## src/scrm_pkg.sv

```systemverilog
package scrm_pkg;

  // ****************************************************************
  // address partition
  // ****************************************************************
  localparam int unsigned ADDR_W        = 9;
  localparam int unsigned DATA_W        = 8;
  localparam logic [8:0]  ADDR_PORT     = 9'h000;
  localparam logic [8:0]  ADDR_DEV_ID   = 9'h001;
  localparam logic [8:0]  ADDR_GRADE    = 9'h002;
  localparam logic [8:0]  ADDR_FUNC_LO  = 9'h008;
  localparam logic [8:0]  ADDR_SHAD_HI  = 9'h018;
  localparam logic [8:0]  ADDR_FUNC_HI  = 9'h030;
  localparam logic [8:0]  ADDR_APPLY    = 9'h0ff;
  localparam logic [8:0]  ADDR_FEATURE  = 9'h100;
  localparam int unsigned SHADOW_DEPTH  = 17;

  // ****************************************************************
  // field positions
  // ****************************************************************
  localparam int unsigned PS_LSB_HI     = 6;
  localparam int unsigned PS_LSB_LO     = 1;
  localparam int unsigned PS_SRST_HI    = 5;
  localparam int unsigned PS_SRST_LO    = 2;
  localparam int unsigned APPLY_BIT     = 0;
  localparam int unsigned GRADE_POS     = 4;

  // ****************************************************************
  // reset values
  // ****************************************************************
  localparam logic [7:0]  PORT_FIXED    = 8'h18;
  localparam logic [7:0]  PORT_RESET    = 8'h18;
  localparam logic [7:0]  APPLY_RESET   = 8'h00;
  localparam logic [7:0]  FEATURE_RESET = 8'h00;
  localparam logic [7:0]  DEV_ID_VALUE  = 8'h5a; // arbitrary value
  localparam logic [1:0]  GRADE_VALUE   = 2'h1;

  // defaults of the shadowed bank, indexed from address 0x08
  function automatic logic [7:0] scrm_shadow_default(input int unsigned idx);
    unique case (idx)
      0:       return 8'h80;
      1:       return 8'h01;
      6:       return 8'h04;
      16:      return 8'hc0;
      default: return 8'h00;
    endcase
  endfunction : scrm_shadow_default

endpackage : scrm_pkg

```

## src/scrm_shadow_bank.sv

```systemverilog
`timescale 1ns/1ps
module scrm_shadow_bank
  import scrm_pkg::*;
#(
  parameter int unsigned DEPTH = SHADOW_DEPTH,
  parameter int unsigned W     = DATA_W
) (
  input  wire logic                 core_clk_in,
  input  wire logic                 rstn_in,
  input  wire logic                 wr_en_in,
  input  wire logic [4:0]           idx_in,
  input  wire logic [W-1:0]         wdata_in,
  input  wire logic                 apply_in,
  input  wire logic                 restore_in,
  output logic      [W-1:0]         staged_out,
  output logic      [DEPTH*W-1:0]   active_out
);

  logic [W-1:0] staged_reg [DEPTH];
  // one process per entry writes its own element, so no slice of a vector has two writers
  logic [W-1:0] active_reg [DEPTH];

  // ****************************************************************
  // one staging and one active copy per entry
  // ****************************************************************
  for (genvar i = 0; i < DEPTH; i++) begin : g_entry
    localparam logic [W-1:0] DFLT = W'(scrm_shadow_default(i));
    wire hit = wr_en_in && (idx_in == 5'(i));

    // host writes touch only the staging copy
    always_ff @(posedge core_clk_in or negedge rstn_in) begin
      if (!rstn_in) begin
        staged_reg[i] <= DFLT;
      end else if (restore_in) begin
        staged_reg[i] <= DFLT;
      end else if (hit) begin
        staged_reg[i] <= wdata_in;
      end
    end

    // each active copy loads its staging copy on an edge where apply_in is high and restore_in is low
    always_ff @(posedge core_clk_in or negedge rstn_in) begin
      if (!rstn_in) begin
        active_reg[i] <= DFLT;
      end else if (restore_in) begin
        active_reg[i] <= DFLT;
      end else if (apply_in) begin
        active_reg[i] <= staged_reg[i];
      end
    end

    // flattened view of the active copies, straight from the flops
    assign active_out[i*W +: W] = active_reg[i];
  end

  // read back shows the staged value, not the active one
  assign staged_out = (idx_in < 5'(DEPTH)) ? staged_reg[idx_in] : '0;

endmodule : scrm_shadow_bank

```

## src/scrm_regmap.sv

```systemverilog
`timescale 1ns/1ps
// How it works
// - map setup, transfer, function, feature address ranges
// - writes at 0x08..0x18 only change staging copies
// - writing 0x01 to 0xFF applies all staged
// - transfer bit clears itself after the update
// - reset loads defaults, port 0x18, transfer 0x00
// - mirrored bit order and soft reset bits
// - serial shifts msb first until changed
module scrm_regmap
  import scrm_pkg::*;
#(
  parameter int unsigned DEPTH = SHADOW_DEPTH
) (
  input  wire logic                   core_clk_in,
  input  wire logic                   rstn_in,
  input  wire logic                   wr_en_in,
  input  wire logic                   rd_en_in,
  input  wire logic [ADDR_W-1:0]      addr_in,
  input  wire logic [DATA_W-1:0]      wdata_in,
  output logic      [DATA_W-1:0]      rdata_out,
  output logic                        rvalid_out,
  output logic                        lsb_first_out,
  output logic                        soft_reset_out,
  output logic                        apply_done_out,
  output logic      [DATA_W-1:0]      feature_out,
  output logic      [DEPTH*DATA_W-1:0] active_out
);

  // ****************************************************************
  // elaboration checks
  // ****************************************************************
  if (DEPTH != int'(ADDR_SHAD_HI - ADDR_FUNC_LO) + 1) begin : g_bad_depth
    $error("shadow depth must cover 0x08 to 0x18");
  end

  // ****************************************************************
  // state
  // ****************************************************************
  logic                lsb_first_reg;
  logic                lsb_first_next;
  logic                soft_rst_reg;
  logic                soft_rst_next;
  logic                apply_reg;
  logic                apply_next;
  logic [DATA_W-1:0]   feature_reg;
  logic [DATA_W-1:0]   feature_next;
  logic [DATA_W-1:0]   rdata_reg;
  logic [DATA_W-1:0]   rdata_next;
  logic                rvalid_reg;
  logic                done_reg;
  logic [DATA_W-1:0]   staged_rd;

  // ****************************************************************
  // address decode
  // ****************************************************************
  wire        hit_port    = (addr_in == ADDR_PORT);
  wire        hit_id      = (addr_in == ADDR_DEV_ID);
  wire        hit_grade   = (addr_in == ADDR_GRADE);
  wire        hit_apply   = (addr_in == ADDR_APPLY);
  wire        hit_feature = (addr_in == ADDR_FEATURE);
  wire        hit_shadow  = (addr_in >= ADDR_FUNC_LO) && (addr_in <= ADDR_SHAD_HI);
  wire [4:0]  shadow_idx  = 5'(addr_in - ADDR_FUNC_LO);

  // a soft reset swallows any write landing in the same cycle
  wire        wr_ok       = wr_en_in && !soft_rst_reg;
  wire        wr_port     = wr_ok && hit_port;
  wire        wr_apply    = wr_ok && hit_apply;
  wire        wr_feature  = wr_ok && hit_feature;
  wire        wr_shadow   = wr_ok && hit_shadow;

  // either mirror position sets a bit, so shift order does not matter
  wire        wr_lsb      = wdata_in[PS_LSB_HI] | wdata_in[PS_LSB_LO];
  wire        wr_srst     = wdata_in[PS_SRST_HI] | wdata_in[PS_SRST_LO];

  // ****************************************************************
  // port setup, transfer and feature next values
  // ****************************************************************
  // bit order stays msb first until the host asks otherwise
  assign lsb_first_next = soft_rst_reg ? 1'b0
                        : wr_port      ? wr_lsb
                        : lsb_first_reg;

  // soft reset lasts one cycle, then drops by itself
  assign soft_rst_next  = wr_port && wr_srst;

  // a fresh request wins over the self-clear of an earlier one
  assign apply_next     = soft_rst_reg ? 1'b0
                        : wr_apply     ? wdata_in[APPLY_BIT]
                        : 1'b0;

  assign feature_next   = soft_rst_reg ? FEATURE_RESET
                        : wr_feature   ? wdata_in
                        : feature_reg;

  // ****************************************************************
  // read mux
  // ****************************************************************
  // the port byte is rebuilt mirrored; fixed ones at bits 4 and 3
  wire [DATA_W-1:0] port_view  = PORT_FIXED
                               | (DATA_W'(lsb_first_reg) << PS_LSB_HI)
                               | (DATA_W'(lsb_first_reg) << PS_LSB_LO)
                               | (DATA_W'(soft_rst_reg)  << PS_SRST_HI)
                               | (DATA_W'(soft_rst_reg)  << PS_SRST_LO);
  wire [DATA_W-1:0] grade_view = DATA_W'(GRADE_VALUE) << GRADE_POS;
  wire [DATA_W-1:0] apply_view = DATA_W'(apply_reg) << APPLY_BIT;

  // unmapped addresses, including 0x19..0x30, read as zero
  assign rdata_next = hit_port    ? port_view
                    : hit_id      ? DEV_ID_VALUE
                    : hit_grade   ? grade_view
                    : hit_apply   ? apply_view
                    : hit_feature ? feature_reg
                    : hit_shadow  ? staged_rd
                    : '0;

  // ****************************************************************
  // shadowed function bank
  // ****************************************************************
  scrm_shadow_bank #(
    .DEPTH       (DEPTH),
    .W           (DATA_W)
  ) u_bank (
    .core_clk_in (core_clk_in),
    .rstn_in     (rstn_in),
    .wr_en_in    (wr_shadow),
    .idx_in      (shadow_idx),
    .wdata_in    (wdata_in),
    .apply_in    (apply_reg),
    .restore_in  (soft_rst_reg),
    .staged_out  (staged_rd),
    .active_out  (active_out)
  );

  // ****************************************************************
  // registers
  // ****************************************************************
  // control flops load their defaults on reset
  always_ff @(posedge core_clk_in or negedge rstn_in) begin
    if (!rstn_in) begin
      lsb_first_reg <= PORT_RESET[PS_LSB_LO];
      soft_rst_reg  <= PORT_RESET[PS_SRST_LO];
      apply_reg     <= APPLY_RESET[APPLY_BIT];
      feature_reg   <= FEATURE_RESET;
    end else begin
      lsb_first_reg <= lsb_first_next;
      soft_rst_reg  <= soft_rst_next;
      apply_reg     <= apply_next;
      feature_reg   <= feature_next;
    end
  end

  // read data is registered so it stays clean for the serialiser
  always_ff @(posedge core_clk_in or negedge rstn_in) begin
    if (!rstn_in) begin
      rdata_reg  <= '0;
      rvalid_reg <= 1'b0;
      done_reg   <= 1'b0;
    end else begin
      rdata_reg  <= rd_en_in ? rdata_next : rdata_reg;
      rvalid_reg <= rd_en_in;
      done_reg   <= apply_reg && !soft_rst_reg;
    end
  end

  // ****************************************************************
  // outputs
  // ****************************************************************
  assign rdata_out      = rdata_reg;
  assign rvalid_out     = rvalid_reg;
  assign lsb_first_out  = lsb_first_reg;
  assign soft_reset_out = soft_rst_reg;
  assign apply_done_out = done_reg;
  assign feature_out    = feature_reg;

endmodule : scrm_regmap

```

## config.mk

```make
export PLATFORM = sky130hd
export DESIGN_NAME = scrm_regmap
export DESIGN_NICKNAME = d
export VERILOG_FILES = /design/src/scrm_pkg.sv /design/src/scrm_shadow_bank.sv /design/src/scrm_regmap.sv
export SDC_FILE = /design/constraint.sdc
export NUM_CORES = 1
export LEC_CHECK = 0
export ABC_CLOCK_PERIOD_IN_PS = 2750
export BUFFER_PORTS_ARGS = -buffer_cell sky130_fd_sc_hd__buf_2
export CAP_MARGIN = 20
export CELL_PAD_IN_SITES_DETAIL_PLACEMENT = 1
export CELL_PAD_IN_SITES_GLOBAL_PLACEMENT = 1
export CORE_UTILIZATION = 46
export DETAILED_ROUTE_END_ITERATION = 16
export PLACE_DENSITY_LB_ADDON = 0.08
export SLEW_MARGIN = 10
export SYNTH_ARGS = -nofsm -noshare
export SYNTH_HDL_FRONTEND = slang
export SYNTH_SLANG_ARGS = --single-unit
export TNS_END_PERCENT = 50
```

## constraint.sdc

```tcl
create_clock -name core_clk_in -period 2.75 [get_ports core_clk_in]
set_clock_uncertainty 0.2 [all_clocks]
set_input_delay 0.55 -clock core_clk_in [delete_from_list [all_inputs] [get_ports core_clk_in]]
set_output_delay 0.55 -clock core_clk_in [all_outputs]
set_load 0.01 [all_outputs]
```

==> impl_metrics.env <==
export IMPL_path_max_fanout=180
export IMPL_cts_root_buf="clkbuf_16"
export IMPL_ys_seq_elements=293
export IMPL_cts_hold_buf=1
export IMPL_fp_coreArea_um2=28900
export IMPL_insertion_delay_ns=0.52
export IMPL_layout_commonest_cell="dfrtp_1"
export IMPL_synth_area_um2=13600
export IMPL_syn_avg_cell_area_um2=11.5
export IMPL_drive_above_1_share_pct=25.7
export IMPL_avgRoutedWirePerCell_um=24.0
export IMPL_rrSetupSlack_ns=0.60
export IMPL_htree_levels=2
export IMPL_routabilityCongestion=0.891
export IMPL_vias=10300
export IMPL_yosysTopAreaCell="dfrtp_1"
export IMPL_rsz0062_at_grt="no"
export IMPL_cts_tree="done"
export IMPL_whs_path_depth=1
export IMPL_hold_violations=0
export IMPL_maxSlewViolCount=0
export IMPL_startpoint_type="flip-flop"
export IMPL_grt_overflow_total=0
export IMPL_ant_nets=0
export IMPL_num_nets_final=1407
export IMPL_seq_area_frac_synth_pct=54.1
export IMPL_grt_usage_pct=29.1
export IMPL_layout_common_cells="dfrtp_1 (281), nor2_1 (275), mux2i_1 (268)"
export IMPL_end_kind="output port"
export IMPL_worst_setup_path_type="flip-flop to output port"
export IMPL_cts_sinks=293
export IMPL_grt_pass1_wl_mm=67.5
export IMPL_worstHoldEndpoint="rvalid_out"
export IMPL_ff_latch_area_um2=7350
export IMPL_via_per_inst=5.77
export IMPL_grt_max_degree=181
export IMPL_crit_arrival_ns=1.80
export IMPL_final_setup_viol_count=0
export IMPL_hp_start="rd_en_in"
export IMPL_die_w_um=174
export IMPL_area_delta_synth_final_pct=22.4
export IMPL_postCtsSetupBuffers=0
export IMPL_initial_core_util_pct=47.0
export IMPL_std_cell_rows=62
export IMPL_io_buffers=176
export IMPL_syn_inst=1184
export IMPL_ios=177
export IMPL_clk_pin_slew_ns=0.06
export IMPL_max_freq_mhz=393
export IMPL_finalSetupTns_ns=0
export IMPL_synth_cell_types=47
export IMPL_die_area_um2=30200
export IMPL_peakVddDrop_v=0.000425
export IMPL_worstReg2RegStart="u_bank.staged_reg[66]"
export IMPL_required_ns=2.00
export IMPL_drc=0
export IMPL_drt_iter0_markers=805
export IMPL_relSlewSlack_pct=40.6
export IMPL_synth_top_area_share_pct=52.2
export IMPL_grt_pass1_vias=10900
export IMPL_syn_nets=1209
export IMPL_worst_slew_pin_slew_ns=0.891
export IMPL_r2r_end="rdata_out[2]"
export IMPL_drt_pass1_iter_count=5
export IMPL_fin_crit_ns=2.55
export IMPL_clk_path_buf_depth=3
export IMPL_die_h_um=174
export IMPL_fin_worst_hold_slack_ns=0.0609
export IMPL_drv_cap=0
export IMPL_ys_warn_count=0
export IMPL_antenna_found_initial=0
export IMPL_min_period_over_period_pct=92.6
export IMPL_outcome="completed"
export IMPL_multi_input_area_um2=5840
export IMPL_synth_area_leaders="dfrtp_1 (52%), mux2i_1 (20%), nor2_1 (7.6%)"
export IMPL_power_density_nw_per_um2=590
export IMPL_diodes=0
export IMPL_cts_resized=0
export IMPL_nFillCells=3105
export IMPL_rr_worst_depth=6
export IMPL_drt_wl_total_mm=42.9
export IMPL_hp_class="input pin to flip-flop"
export IMPL_p_leak_nw=8.36
export IMPL_dp_hpwl_mm=28.9
export IMPL_numCtsBuffers=34
==> critical path, cell delays in order, from the launching register on <==
cell	delay, ns
dfrtp_4	0.45
buf_12	0.50
buf_2	0.26
==> per-layer routing <==
layer,vias up,GRT usage [%],wire [um],part of all wire (%)
met2,329,43.6,19300,45
met1,5385,44.1,20200,47
met4,0,8.08,1010,2.4
met3,72,4.21,2370,5.5
li1,4544,-,-,-
met5,-,0,0,0
==> how the worst max path moves through the flow <==
stage                   start                     end  slack [ns]
3_5_place_dp       addr_in[4]  u_bank.staged_reg[103]      -0.004
6_report       soft_reset_out          soft_reset_out        0.20
4_1_cts        soft_reset_out          soft_reset_out        0.13
3_3_place_gp       addr_in[4]  u_bank.staged_reg[103]        0.02
2_1_floorplan      addr_in[3]  u_bank.staged_reg[127]        0.02
5_1_grt        soft_reset_out          soft_reset_out        0.06
==> cell usage after synthesis (all sizes together) <==
cell type  count
o2bb2ai        2
buf           40
dfstp         10
nand3         30
and3           6
a2111oi        6
nor2         275
nand4         12
o21ba          1
a2bb2oi        1
inv            7
and2           4
or3            3
a31oi          3
or4            2
o21a           1
mux2i        268
nand2         25
nor3          19
a22o           7
o211ai         3
nor2b         14
dfrtp        283
ha             4
o2111a         1
nand2b         4
nor4          14
a211oi         7
a31o           1
clkbuf        50
and4           1
mux4          27
a22oi          3
a21oi         33
nand4b         1
nor3b          1
a211o          5
a21o           1
o21ai          9
==> logic make-up after synthesis <==
family / synth area share (%)
multiplexers: 24.2
AND/OR/NAND/NOR: 14.2
buffers and inverters: 2.96
flip-flops: 54.1
AO/OA/AOI/OAI: 4.15
adder cells (fa/ha/maj): 0.369
==> final cells by class <==
cell class / instances / share of cell area, %
tap: 384 / 2.89
clock inverter: 11 / 0.971
timing repair buffer: 252 / 10.3
multi-input combinational: 794 / 35.2
inverter: 7 / 0.158
sequential: 293 / 44.2
clock buffer: 50 / 6.29
==> power by group <==
part | total (W) | switching, W | internal (W)
clock | 0.00484 | 0.00182 | 0.00301
sequential | 0.00444 | 0.0000692 | 0.00437
combinational | 0.000523 | 0.000349 | 0.000174
==> per-stage QoR <==
stage / instance area, um2 / cells / total power [W] / utilization (%) / setup slack [ns]
2_1_floorplan: 13600 / 1184 / 0.00473 / - / 0.0188
3_3_place_gp: 15400 / 1728 / 0.00502 / 53.3 / 0.0244
3_5_place_dp: 15400 / 1728 / 0.00503 / 53.3 / -0.00402
4_1_cts: 16600 / 1790 / 0.00987 / 57.5 / 0.129
5_1_grt: 16600 / 1791 / 0.0101 / 57.6 / 0.0611
6_report: 16600 / 1791 / 0.00980 / 57.6 / 0.203
No activity file was read; power rests on OpenSTA's default activity.
